### src/core/flh_pkg.sv
/*
 * Shared constants, types and register map of the fault history log.
 * Assumes a single 250 MHz core clock and 16-bit parameter accesses.
 */
package flh_pkg;

    // Log geometry
    localparam int LOG_DEPTH = 16;
    localparam int IDX_W = 4;
    localparam int CNT_W = 5;
    localparam logic [IDX_W-1:0] IDX_LAST = 4'hF;
    localparam logic [CNT_W-1:0] CNT_FULL = 5'h10;

    // Parameter addresses
    localparam logic [15:0] ADDR_ERASE = 16'h3B08;
    localparam logic [15:0] ADDR_REWIND = 16'h3B0A;
    localparam logic [15:0] ADDR_CODE = 16'h3C02;
    localparam logic [15:0] ADDR_SEVERITY = 16'h3C04;
    localparam logic [15:0] ADDR_TIME_HI = 16'h3C06;
    localparam logic [15:0] ADDR_TIME_LO = 16'h3C08;
    localparam logic [15:0] ADDR_CYCLES = 16'h3C0A;
    localparam logic [15:0] ADDR_ON_TIME = 16'h3C0C;
    localparam logic [15:0] ADDR_CURRENT = 16'h3C12;

    // Command value for the erase and rewind controls
    localparam logic [15:0] CMD_ONE = 16'h0001;

    // Severity classes
    localparam logic [15:0] SEV_WARN = 16'h0000;
    localparam logic [15:0] SEV_ERR_QS7 = 16'h0001;
    localparam logic [15:0] SEV_ERR_QS8 = 16'h0002;
    localparam logic [15:0] SEV_FATAL = 16'h0003;
    localparam logic [15:0] SEV_FATAL_LOCK = 16'h0004;

    // Operating state targets
    localparam logic [3:0] STATE_NONE = 4'h0;
    localparam logic [3:0] STATE_QSTOP = 4'h7;
    localparam logic [3:0] STATE_REACT = 4'h8;
    localparam logic [3:0] STATE_FAULT = 4'h9;

    // Timing
    localparam int CLK_PERIOD_NS = 4;
    localparam int SECOND_NS = 1000000000;
    localparam int CYCLES_PER_SEC = SECOND_NS / CLK_PERIOD_NS;
    localparam logic [28:0] TIME_MAX = 29'h1FFFFFFF;
    localparam logic [15:0] U16_MAX = 16'hFFFF;

    typedef enum logic [1:0] {
        ES_IDLE = 2'b01,
        ES_CLEAR = 2'b10
    } flh_erase_state_t;

    typedef struct packed {
        logic [15:0] code;
        logic [15:0] severity;
        logic [31:0] timestamp;
        logic [15:0] on_time;
        logic [15:0] current;
        logic [15:0] cycles;
    } flh_entry_t;

    typedef struct packed {
        logic req;
        logic wr;
        logic [15:0] addr;
        logic [15:0] wdata;
    } flh_param_req_t;

    typedef struct packed {
        logic ack;
        logic err;
        logic [15:0] rdata;
    } flh_param_rsp_t;

    typedef struct packed {
        logic valid;
        logic [15:0] code;
        logic [15:0] severity;
        logic [15:0] current;
    } flh_fault_t;

endpackage

### src/core/flh_fault_log.sv
/*
 * Fault history log top: parameter access port, ring of entries, read
 * pointer with holding buffer, erase sequencer and drive reaction state.
 * Assumes all inputs come from logic on core_clk and that the parameter
 * master issues one request at a time.
 */
`timescale 1ns/1ps
module flh_fault_log
    import flh_pkg::*;
#(
    parameter int SEC_CYCLES = CYCLES_PER_SEC
) (
    input wire logic core_clk,
    input wire logic rst,
    input wire flh_param_req_t param_req,
    output flh_param_rsp_t param_rsp,
    input wire flh_fault_t fault_in,
    input wire logic power_stage_en,
    input wire logic fault_reset_req,
    output logic halt_request,
    output logic [3:0] target_state,
    output logic fault_locked
);

    // Map a severity class onto the operating state it drives toward
    function automatic logic [3:0] sev_target(input logic [15:0] sev);
        logic [3:0] st;
        st = STATE_NONE;
        if (sev == SEV_WARN) begin
            st = STATE_NONE;
        end else if (sev == SEV_ERR_QS7) begin
            st = STATE_QSTOP;
        end else if (sev == SEV_ERR_QS8) begin
            st = STATE_REACT;
        end else begin
            st = STATE_FAULT;
        end
        return st;
    endfunction

    // Context counter values, sampled when a fault arrives
    logic [28:0] op_seconds;
    logic [15:0] en_cycles;
    logic [15:0] since_en_sec;

    // Operating seconds, enable cycles and seconds since enable
    flh_ctx_timer #(
        .SEC_CYCLES(SEC_CYCLES)
    ) u_timer (
        .core_clk(core_clk),
        .rst(rst),
        .power_stage_en(power_stage_en),
        .op_seconds(op_seconds),
        .en_cycles(en_cycles),
        .since_en_sec(since_en_sec)
    );

    // Ring storage port
    logic mem_we;
    logic [IDX_W-1:0] mem_widx;
    flh_entry_t mem_wdata;
    logic [IDX_W-1:0] mem_ridx;
    flh_entry_t mem_rdata;

    // Entry ring; the read port is asynchronous so a code read answers in one cycle
    flh_log_mem u_mem (
        .core_clk(core_clk),
        .we(mem_we),
        .widx(mem_widx),
        .wdata(mem_wdata),
        .ridx(mem_ridx),
        .rdata(mem_rdata)
    );

    // Log state
    logic [IDX_W-1:0] wr_ptr_reg, wr_ptr_next;
    logic [CNT_W-1:0] count_reg, count_next;
    logic [CNT_W-1:0] rd_idx_reg, rd_idx_next;
    flh_entry_t hold_reg, hold_next;
    flh_erase_state_t erase_state_reg, erase_state_next;
    logic [IDX_W-1:0] clr_idx_reg, clr_idx_next;
    flh_entry_t pend_reg, pend_next;
    logic pend_valid_reg, pend_valid_next;
    flh_param_rsp_t rsp_reg, rsp_next;

    // Reaction state
    logic [3:0] react_reg, react_next;
    logic halt_reg, halt_next;
    logic locked_reg, locked_next;

    logic [IDX_W-1:0] oldest_idx;
    logic entry_avail;
    logic erasing;
    logic [3:0] new_target;
    logic [15:0] buf_rdata;
    logic buf_hit;

    // Oldest slot sits count entries behind the write pointer
    // A full ring has count 16, whose low bits are zero, so the oldest slot is the write slot
    assign oldest_idx = IDX_W'(wr_ptr_reg - count_reg[IDX_W-1:0]);
    assign mem_ridx = IDX_W'(oldest_idx + rd_idx_reg[IDX_W-1:0]);
    assign erasing = (erase_state_reg == ES_CLEAR);
    assign entry_avail = !erasing && (rd_idx_reg < count_reg);

    // Capture, parameter access, log write and erase sequencing
    always_comb begin
        wr_ptr_next = wr_ptr_reg;
        count_next = count_reg;
        rd_idx_next = rd_idx_reg;
        hold_next = hold_reg;
        erase_state_next = erase_state_reg;
        clr_idx_next = clr_idx_reg;
        pend_next = pend_reg;
        pend_valid_next = pend_valid_reg;
        rsp_next = '0;
        mem_we = 1'b0;
        mem_widx = wr_ptr_reg;
        mem_wdata = pend_reg;

        // Context is frozen on the fault's own cycle, not at write time
        if (fault_in.valid) begin
            pend_next.code = fault_in.code;
            pend_next.severity = fault_in.severity;
            pend_next.timestamp = {3'b000, op_seconds};
            pend_next.on_time = since_en_sec;
            pend_next.current = fault_in.current;
            pend_next.cycles = en_cycles;
            pend_valid_next = 1'b1;
        end

        if (param_req.req) begin
            rsp_next.ack = 1'b1;
            if (param_req.wr) begin
                if (param_req.addr == ADDR_ERASE) begin
                    if (param_req.wdata == CMD_ONE && !erasing) begin
                        erase_state_next = ES_CLEAR;
                        clr_idx_next = '0;
                    end
                end else if (param_req.addr == ADDR_REWIND) begin
                    if (param_req.wdata == CMD_ONE) begin
                        rd_idx_next = '0;
                    end
                end else begin
                    rsp_next.err = 1'b1;
                end
            end else begin
                if (param_req.addr == ADDR_ERASE) begin
                    rsp_next.rdata = {15'h0000, erasing};
                end else if (param_req.addr == ADDR_REWIND) begin
                    rsp_next.rdata = '0;
                end else if (param_req.addr == ADDR_CODE) begin
                    if (entry_avail) begin
                        hold_next = mem_rdata;
                        rd_idx_next = CNT_W'(rd_idx_reg + 1'b1);
                        rsp_next.rdata = mem_rdata.code;
                    end else begin
                        hold_next = '0;
                        rsp_next.rdata = '0;
                    end
                end else if (buf_hit) begin
                    rsp_next.rdata = buf_rdata;
                end else begin
                    rsp_next.err = 1'b1;
                end
            end
        end

        case (erase_state_reg)
            ES_IDLE: begin
                // A full ring drops its oldest entry; the pointer keeps its entry
                if (pend_valid_reg) begin
                    mem_we = 1'b1;
                    wr_ptr_next = IDX_W'(wr_ptr_reg + 1'b1);
                    pend_valid_next = fault_in.valid;
                    if (count_reg != CNT_FULL) begin
                        count_next = CNT_W'(count_reg + 1'b1);
                    end else if (rd_idx_next != '0) begin
                        rd_idx_next = CNT_W'(rd_idx_next - 1'b1);
                    end
                end
            end
            ES_CLEAR: begin
                // One slot per cycle; the latest fault waits in the pending slot meanwhile
                mem_we = 1'b1;
                mem_widx = clr_idx_reg;
                mem_wdata = '0;
                clr_idx_next = IDX_W'(clr_idx_reg + 1'b1);
                if (clr_idx_reg == IDX_LAST) begin
                    erase_state_next = ES_IDLE;
                    wr_ptr_next = '0;
                    count_next = '0;
                    rd_idx_next = '0;
                end
            end
            default: begin
                erase_state_next = ES_IDLE;
            end
        endcase
    end

    // Log, erase and response registers
    always_ff @(posedge core_clk or posedge rst) begin
        if (rst) begin
            wr_ptr_reg <= '0;
            count_reg <= '0;
            rd_idx_reg <= '0;
            hold_reg <= '0;
            erase_state_reg <= ES_IDLE;
            clr_idx_reg <= '0;
            pend_reg <= '0;
            pend_valid_reg <= 1'b0;
            rsp_reg <= '0;
        end else begin
            wr_ptr_reg <= wr_ptr_next;
            count_reg <= count_next;
            rd_idx_reg <= rd_idx_next;
            hold_reg <= hold_next;
            erase_state_reg <= erase_state_next;
            clr_idx_reg <= clr_idx_next;
            pend_reg <= pend_next;
            pend_valid_reg <= pend_valid_next;
            rsp_reg <= rsp_next;
        end
    end

    // Buffered components come from the holding register, never from the ring,
    // so a fault logged between two reads cannot tear an entry
    always_comb begin
        buf_hit = 1'b1;
        buf_rdata = '0;
        if (param_req.addr == ADDR_SEVERITY) begin
            buf_rdata = hold_reg.severity;
        end else if (param_req.addr == ADDR_TIME_HI) begin
            buf_rdata = hold_reg.timestamp[31:16];
        end else if (param_req.addr == ADDR_TIME_LO) begin
            buf_rdata = hold_reg.timestamp[15:0];
        end else if (param_req.addr == ADDR_CYCLES) begin
            buf_rdata = hold_reg.cycles;
        end else if (param_req.addr == ADDR_ON_TIME) begin
            buf_rdata = hold_reg.on_time;
        end else if (param_req.addr == ADDR_CURRENT) begin
            buf_rdata = hold_reg.current;
        end else begin
            buf_hit = 1'b0;
        end
    end

    // Target state of the arriving fault's class
    assign new_target = sev_target(fault_in.severity);

    // Reaction: the most severe target sticks; a new fault above warning class beats a reset
    always_comb begin
        react_next = react_reg;
        halt_next = halt_reg;
        locked_next = locked_reg;
        if (fault_in.valid && new_target != STATE_NONE) begin
            if (new_target > react_reg) begin
                react_next = new_target;
            end
            halt_next = 1'b1;
            if (fault_in.severity >= SEV_FATAL_LOCK) begin
                locked_next = 1'b1;
            end
        end else if (fault_reset_req && !locked_reg) begin
            react_next = STATE_NONE;
            halt_next = 1'b0;
        end
    end

    // Reaction registers; only rst releases a lock, a fault reset does not
    always_ff @(posedge core_clk or posedge rst) begin
        if (rst) begin
            react_reg <= STATE_NONE;
            halt_reg <= 1'b0;
            locked_reg <= 1'b0;
        end else begin
            react_reg <= react_next;
            halt_reg <= halt_next;
            locked_reg <= locked_next;
        end
    end

    // Every output comes straight from a register
    assign param_rsp = rsp_reg;
    assign halt_request = halt_reg;
    assign target_state = react_reg;
    assign fault_locked = locked_reg;

endmodule

### src/core/flh_log_mem.sv
/*
 * Entry storage of the fault history log: one write port, one
 * asynchronous read port. Assumes the owner clears it by writing zeros.
 */
`timescale 1ns/1ps
module flh_log_mem
    import flh_pkg::*;
(
    input wire logic core_clk,
    input wire logic we,
    input wire logic [IDX_W-1:0] widx,
    input wire flh_entry_t wdata,
    input wire logic [IDX_W-1:0] ridx,
    output flh_entry_t rdata
);

    flh_entry_t mem [LOG_DEPTH];

    // No reset on the array; unwritten slots are never shown to the host
    always_ff @(posedge core_clk) begin
        if (we) begin
            mem[widx] <= wdata;
        end
    end

    assign rdata = mem[ridx];

endmodule

### src/core/flh_ctx_timer.sv
/*
 * Context counters: operating seconds, power stage enable cycles and
 * seconds since the last enable. Assumes power_stage_en is on core_clk.
 */
`timescale 1ns/1ps
module flh_ctx_timer
    import flh_pkg::*;
#(
    parameter int SEC_CYCLES = CYCLES_PER_SEC
) (
    input wire logic core_clk,
    input wire logic rst,
    input wire logic power_stage_en,
    output logic [28:0] op_seconds,
    output logic [15:0] en_cycles,
    output logic [15:0] since_en_sec
);

    localparam int DIV_W = $clog2(SEC_CYCLES + 1);

    logic [DIV_W-1:0] div_reg, div_next;
    logic [28:0] sec_reg, sec_next;
    logic [15:0] cyc_reg, cyc_next;
    logic [15:0] since_reg, since_next;
    logic en_prev_reg, en_prev_next;
    logic tick;

    // Second divider and saturating context counters
    always_comb begin
        tick = (div_reg == DIV_W'(SEC_CYCLES - 1));
        div_next = tick ? '0 : DIV_W'(div_reg + 1'b1);
        sec_next = sec_reg;
        cyc_next = cyc_reg;
        since_next = since_reg;
        en_prev_next = power_stage_en;
        if (tick && sec_reg != TIME_MAX) begin
            sec_next = 29'(sec_reg + 1'b1);
        end
        if (power_stage_en && !en_prev_reg) begin
            since_next = '0;
            if (cyc_reg != U16_MAX) begin
                cyc_next = 16'(cyc_reg + 1'b1);
            end
        end else if (tick && power_stage_en && since_reg != U16_MAX) begin
            since_next = 16'(since_reg + 1'b1);
        end
    end

    always_ff @(posedge core_clk or posedge rst) begin
        if (rst) begin
            div_reg <= '0;
            sec_reg <= '0;
            cyc_reg <= '0;
            since_reg <= '0;
            en_prev_reg <= 1'b0;
        end else begin
            div_reg <= div_next;
            sec_reg <= sec_next;
            cyc_reg <= cyc_next;
            since_reg <= since_next;
            en_prev_reg <= en_prev_next;
        end
    end

    assign op_seconds = sec_reg;
    assign en_cycles = cyc_reg;
    assign since_en_sec = since_reg;

endmodule

### config.mk
export PLATFORM = sky130hd
export DESIGN_NAME = flh_fault_log
export DESIGN_NICKNAME = d
export VERILOG_FILES = /design/src/core/flh_pkg.sv /design/src/core/flh_fault_log.sv /design/src/core/flh_log_mem.sv /design/src/core/flh_ctx_timer.sv
export SDC_FILE = /design/constraint.sdc
export NUM_CORES = 2
export LEC_CHECK = 0
export BUFFER_PORTS_ARGS = -buffer_cell sky130_fd_sc_hd__buf_2
export CAP_MARGIN = 20
export CORE_MARGIN = 3
export CORE_UTILIZATION = 35
export CTS_BUF_LIST = sky130_fd_sc_hd__clkbuf_2
export DETAILED_ROUTE_END_ITERATION = 16
export PLACE_DENSITY = 0.51
export SYNTH_ARGS = -nofsm -noshare
export SYNTH_HDL_FRONTEND = slang
export SYNTH_HIERARCHICAL = 1
export SYNTH_SLANG_ARGS = --single-unit
export TNS_END_PERCENT = 1
### constraint.sdc
create_clock -name core_clk -period 10.47 [get_ports core_clk]
set_input_delay 1.047 -clock core_clk [delete_from_list [all_inputs] [get_ports core_clk]]
set_output_delay 1.047 -clock core_clk [all_outputs]
set_load 0.01 [all_outputs]
Word level (Yosys, flattened, before mapping)
Memories as Yosys holds them, arrays and structs flattened.
Cells that the tools add are included.
{"block": "totals", "register_bits": 340, "ramBits": 1792, "output_inout_bits": 24, "elab_cells": 177, "n_memories": 1}
{"block": "op_classes", "n_addsub": 11, "n_lt_le_gt_ge": 3, "eq_ne": 24, "muxes": 79, "n_bitwise": 3, "reduce_logical": 28}
{"memory": "u_mem.mem", "words": 16, "word_bits": 112, "read_ports": 1, "rd_ports_with_merged_regs": 0, "write_ports": 1, "line_no": "flh_log_mem.sv:17", "text": "flh_entry_t mem [LOG_DEPTH];"}
{"operator": "16-bit two-way mux", "count": 14}
{"operator": "16-bit by 14-bit equality test with 1-bit output, second input constant", "count": 9}
{"operator": "112-bit two-way mux", "count": 1}
{"operator": "96-bit two-way mux", "count": 1}
{"operator": "5-bit two-way mux", "count": 16}
{"operator": "4-bit two-way mux", "count": 13}
{"operator": "16-bit by 1-bit adder with 16-bit output, second input constant", "count": 2}
{"operator": "16-bit by 1-bit equality test with 1-bit output, second input constant", "count": 2}
{"operator": "16-bit inequality test, second input constant", "count": 2}
{"operator": "29-bit by 1-bit adder with 29-bit output, second input constant", "count": 1}
{"operator": "29-bit inequality test, second input constant", "count": 1}
{"operator": "28-bit by 1-bit adder with 28-bit output, second input constant", "count": 1}
{"operator": "28-bit equality test, second input constant", "count": 1}
{"operator": "28-bit two-way mux", "count": 1}
{"operator": "1-bit two-way mux", "count": 22}
{"operator": "5-bit one-hot mux with 2 select lines", "count": 2}
{"operator": "18-bit two-way mux", "count": 1}
{"operator": "16-bit by 2-bit equality test with 1-bit output, second input constant", "count": 1}
{"operator": "16-bit by 3-bit >= comparator with 1-bit output, second input constant", "count": 1}
{"operator": "16-bit logical NOT", "count": 1}
{"operator": "2-bit nonzero test", "count": 7}
{"operator": "5-bit by 1-bit adder with 5-bit output, second input constant", "count": 2}
{"operator": "2-bit two-way mux", "count": 5}
{"operator": "4-bit by 1-bit adder with 4-bit output, second input constant", "count": 2}
{"operator": "other kinds (23)", "count": 39}

Longest topological paths before layout
{"block": "depth", "depth_word": 14, "ltp_mapped": 15, "ltp_nobuf": 14}

Modules after synthesis
Netlist, hierarchy kept.
{"module": "flh_log_mem", "n_inst": 1, "cells_each": 2752, "area_per_inst_um2": 66927.9}
{"module": "flh_fault_log", "n_inst": 1, "cells_each": 986, "area_per_inst_um2": 11664.9}
{"module": "flh_ctx_timer", "n_inst": 1, "cells_each": 446, "area_per_inst_um2": 4549.4}

Worst setup path before layout
OpenSTA, ideal clock, no wires.
{"block": "synth_timing", "path_kind": "reg-to-reg", "start": "register erase_state_reg[0]", "end": "memory u_mem/mem[0][0] in the netlist's numbering, enable pin", "setup_ns": 0.720, "t_arrival_ns": 9.624, "required_ns": 9.750, "setup_slack_ns": 0.126, "stages_incl_launch_ff": 9, "path_buffers": 3, "synth_period_minus_slack_ns": 10.344, "cell_sequence": "dfstp_2 -> inv_1 -> ha_1 -> clkbuf_1 -> buf_1 -> clkbuf_1 -> o21ai_0 -> or3b_2 -> nor3_1"}
{"block": "synth_between", "word_cells_on_any_way": 6, "classes_between": "2 x eq/ne; 4 x mux"}
{"element": "start, declared", "line_no": "flh_fault_log.sv:80", "text": "flh_erase_state_t erase_state_reg, erase_state_next;"}
{"element": "start signal, assigned", "line_no": "flh_fault_log.sv:218", "text": "erase_state_reg <= erase_state_next;"}
{"element": "2-bit equality test", "line_no": "flh_fault_log.sv:168", "text": "case (erase_state_reg)"}
{"element": "4-bit two-way mux", "line_no": "flh_fault_log.sv:168"}
{"element": "named net mem_widx[2]", "line_no": "flh_fault_log.sv:60", "text": "logic [IDX_W-1:0] mem_widx;"}
{"element": "end, declared", "line_no": "flh_log_mem.sv:17"}
The timed path passes the listed nets, and every way through them passes these cells.

==> impl_metrics.env <==
export IMPL_rsz0062_at_grt="false"
export IMPL_async_flop_share=0.159
export IMPL_yosysMostFrequentCell="edfxtp_1"
export IMPL_drt_wirelength_per_cell_um=26.7
export IMPL_r2r_start="wr_ptr_reg[1]$_DFFE_PP0P_"
export IMPL_fin_crit_sh=0.520
export IMPL_cts_path_max_buffers=4
export IMPL_comb_power_share=0.491
export IMPL_fp_dieArea_um2=243000
export IMPL_grt_start_max_net_pins=113
export IMPL_vias_per_cell=5.24
export IMPL_synth_simple_area_share=0.0410
export IMPL_synth_top_family_by_area="multiplexers"
export IMPL_cp_slowest_cell="buf_4"
export IMPL_r2r_end="param_rsp[0]$_DFF_PP0_"
export IMPL_slowest_delay_ns=0.88
export IMPL_synth_warnings=6
export IMPL_synth_compound_area_frac=0.0435
export IMPL_synth_common_cells="1,792 x edfxtp_1, 448 x mux4_2, 338 x dfrtp_1"
export IMPL_largest_reg_flops=1792
export IMPL_vias=44700
export IMPL_rrSetupSlack_ns=5.03
export IMPL_cts_root_buf="clkbuf_2"
export IMPL_first_pass_iters=5
export IMPL_grt_use_total=0.186
export IMPL_rr_worst_depth=12
export IMPL_ys_seq_area_frac=0.749
export IMPL_setup_tns_ns=0
export IMPL_synthAdderAreaFrac=0.00418
export IMPL_grt_pass1_wl_mm=329
export IMPL_p_leak_nw=32.8
export IMPL_ys_types=81
export IMPL_synth_edff_count=1792
export IMPL_finalHoldViolCount=0
export IMPL_crit_start="wr_ptr_reg[1]$_DFFE_PP0P_"
export IMPL_synthTopCellsByArea="edfxtp_1 65%, mux4_2 12%, dfrtp_1 10%, a22oi_1 2.0%, mux2_2 1.5%"
export IMPL_io_pins=111
export IMPL_end_kind="flip-flop"
export IMPL_start_util=0.353
export IMPL_synthCells=4184
export IMPL_n_fill_cell=21500
export IMPL_drive_gt1_frac=0.323
export IMPL_tritoncts="done"
export IMPL_skew_ns=0.149
export IMPL_antenna_found_initial=17
export IMPL_seqPwrFrac=0.323
export IMPL_numCtsBuffers=575
export IMPL_dp_hpwl_mm=110
export IMPL_pwr_share_clk=0.186
export IMPL_hold_ws_ns=0.347
export IMPL_status="finished, final reports clean"
export IMPL_clk_latency_ns=1.80
export IMPL_clkTransAtPathRegs_ns=0.10
export IMPL_cts_setup_buffers=0
export IMPL_synth_top_area_cell="edfxtp_1"
export IMPL_hold_depth=7
export IMPL_wl_mm=228
export IMPL_synth_top_flop_cell="edfxtp_1"
export IMPL_switching_power_mw=13.4
export IMPL_grt_pass1_vias=47600
export IMPL_fin_crit_ns=5.44
export IMPL_hp_class="primary input to flip-flop"
export IMPL_slew_headroom=0.221
export IMPL_netSwitchingFraction=0.427
export IMPL_critPathKind="flip-flop to flip-flop"
export IMPL_std_cell_rows=178
export IMPL_synthMuxAreaShare=0.139
export IMPL_gp_congestion=0.734
export IMPL_core_um2=236000
export IMPL_crit_fanout=75
export IMPL_synthXorXnorAreaFrac=0.00769
export IMPL_syn2layout_area_growth_pct=13.9
export IMPL_cp_start_kind="flip-flop"
export IMPL_ant_nets=0
export IMPL_die_w_um=493
export IMPL_setup_viol=0
export IMPL_cp_cell_sequence="inv_1, fa_1, fa_1, inv_8, buf_4, buf_4, mux4_2, a22oi_1, nand2_1, nand3_1, a31oi_1, dlygate4sd3_1"
export IMPL_htree_num_levels=6
export IMPL_power_ir_vdd_worst_mv=1.08
export IMPL_cp_required_ns=12.09
export IMPL_cp_arrival_ns=7.06
export IMPL_fmax_mhz=184
export IMPL_ys_ff_latch=2131
export IMPL_die_h_um=493
export IMPL_clkSinkCount=2131
export IMPL_drc=0
export IMPL_min_to="rd_idx_reg[3]$_DFF_PP0_"
export IMPL_internal_power_mw=18.0
export IMPL_tightest_slew_ns=1.17
export IMPL_synth_area_um2=83100
export IMPL_synth_top_area_frac=0.647
export IMPL_port_buffers=110
export IMPL_power_density_nw_per_um2=332
export IMPL_maxSlewViolCount=0
export IMPL_fin_total_pwr_mw=31.4
export IMPL_drtIter0Drc=3986
export IMPL_min_from="param_req[30]"
export IMPL_cap_viol_max_count=0
export IMPL_avgSynthCellArea_um2=19.9
export IMPL_grt_overflow=0
export IMPL_finalNetCount=5064
layout by cell type, fill, tap and decap left out, types with 11 or more instances in the layout:
cell type,count
nor2_1,69
and4_1,12
a221o_1,16
nor2b_1,117
buf_2,109
o21ai_0,39
mux2_2,114
nand2_1,194
dfrtp_1,338
clkbuf_2,884
or4_1,11
a22oi_1,224
diode_2,14
nor3_1,21
dlygate4sd3_1,167
ha_1,21
buf_4,63
nor4_1,11
nand3_1,56
a221oi_1,15
nand4_1,39
clkinv_2,11
a21oi_1,28
and3_1,17
inv_2,14
inv_1,39
mux2i_1,22
edfxtp_1,1792
clkinv_1,87
mux4_2,448
buf_12,19
xor2_1,34
xnor2_1,39
a22o_1,96
conb_1,48
nor2_4,16
layer usage:
metal / global-route usage / routed length (um) / vias to the layer above
li1: - / - / 19100
met1: 0.251 / 97600 / 23700
met2: 0.297 / 109000 / 1532
met3: 0.0427 / 15500 / 389
met4: 0.0672 / 6460 / 10
met5: 0 / 69 / -
critical path, delay by kind of cell (launching register included):
| kind | cells | cell delay, ns |
|---|---|---|
| buffers and inverters | 5 | 2.80 |
| flip-flops | 1 | 0.38 |
| adder cells (fa/ha/maj) | 2 | 1.12 |
| multiplexers | 1 | 0.44 |
| AND/OR/NAND/NOR | 2 | 0.21 |
| AO/OA/AOI/OAI | 2 | 0.28 |
how the worst max path moves through the flow:
stage | end | slack [ns] | depth (start not counted)
finish | param_rsp[0]$_DFF_PP0_ | 5.03 | 12
global route | param_rsp[0]$_DFF_PP0_ | 4.80 | 12
CTS | param_rsp[0]$_DFF_PP0_ | 4.95 | 12
detailed placement | u_mem/mem[8][21]$_DFFE_PP_ | 5.27 | 9
global placement | u_mem/mem[8][20]$_DFFE_PP_ | 5.27 | 9
floorplan | u_mem/mem[0][0]$_DFFE_PP_ | 0.13 | 8
area by class of cell:
| class | instances | area (um^2) | area share |
|---|---|---|---|
| tap | 3150 | 3940 | 0.0416 |
| inverter | 42 | 175 | 0.00185 |
| clock inverter | 121 | 704 | 0.00744 |
| timing repair buffer | 363 | 3140 | 0.0332 |
| antenna | 14 | 35.0 | 0.000370 |
| sequential | 2131 | 62300 | 0.658 |
| multi-input combinational | 1838 | 20000 | 0.211 |
| clock buffer | 884 | 4420 | 0.0467 |
what timing repair did:
action | in CTS | in global routing
resized for setup | 0 | 0
hold buffers | 167 | 0
endpoints found under the hold margin | 366 | 0
power by group through the flow:
stage | combinational (mW) | clock (mW) | sequential [mW]
2_1_floorplan | 9.99 | 0 | 10.4
4_1_cts | 15.6 | 6.08 | 10.2
5_1_grt | 16.5 | 6.54 | 10.2
3_3_place_gp | 15.5 | 0 | 10.3
6_report | 15.4 | 5.84 | 10.1
3_5_place_dp | 15.6 | 0 | 10.3
cells by family (layout without fill, tap and decap cells):
group	count (synthesis)	after routing
mux	584	584
compound gates	472	472
flops	2131	2131
simple gates	635	635
xor+xnor	73	73
fa+ha+maj	26	26
other cells	1	62
buf+inv	262	1410
stage by stage:
| step | setup slack (ns) | instance area (um^2) | utilization | cells |
|---|---|---|---|---|
| after global routing | 4.80 | 94700 | 0.402 | 8541 |
| after detailed placement | 5.27 | 87800 | 0.372 | 7348 |
| after CTS | 4.95 | 94600 | 0.401 | 8520 |
| after global placement | 5.27 | 87700 | 0.372 | 7345 |
| final | 5.03 | 94700 | 0.402 | 8543 |
| after floorplan | 0.126 | 83300 | - | 4231 |
No activity file was read; power rests on OpenSTA's default activity.
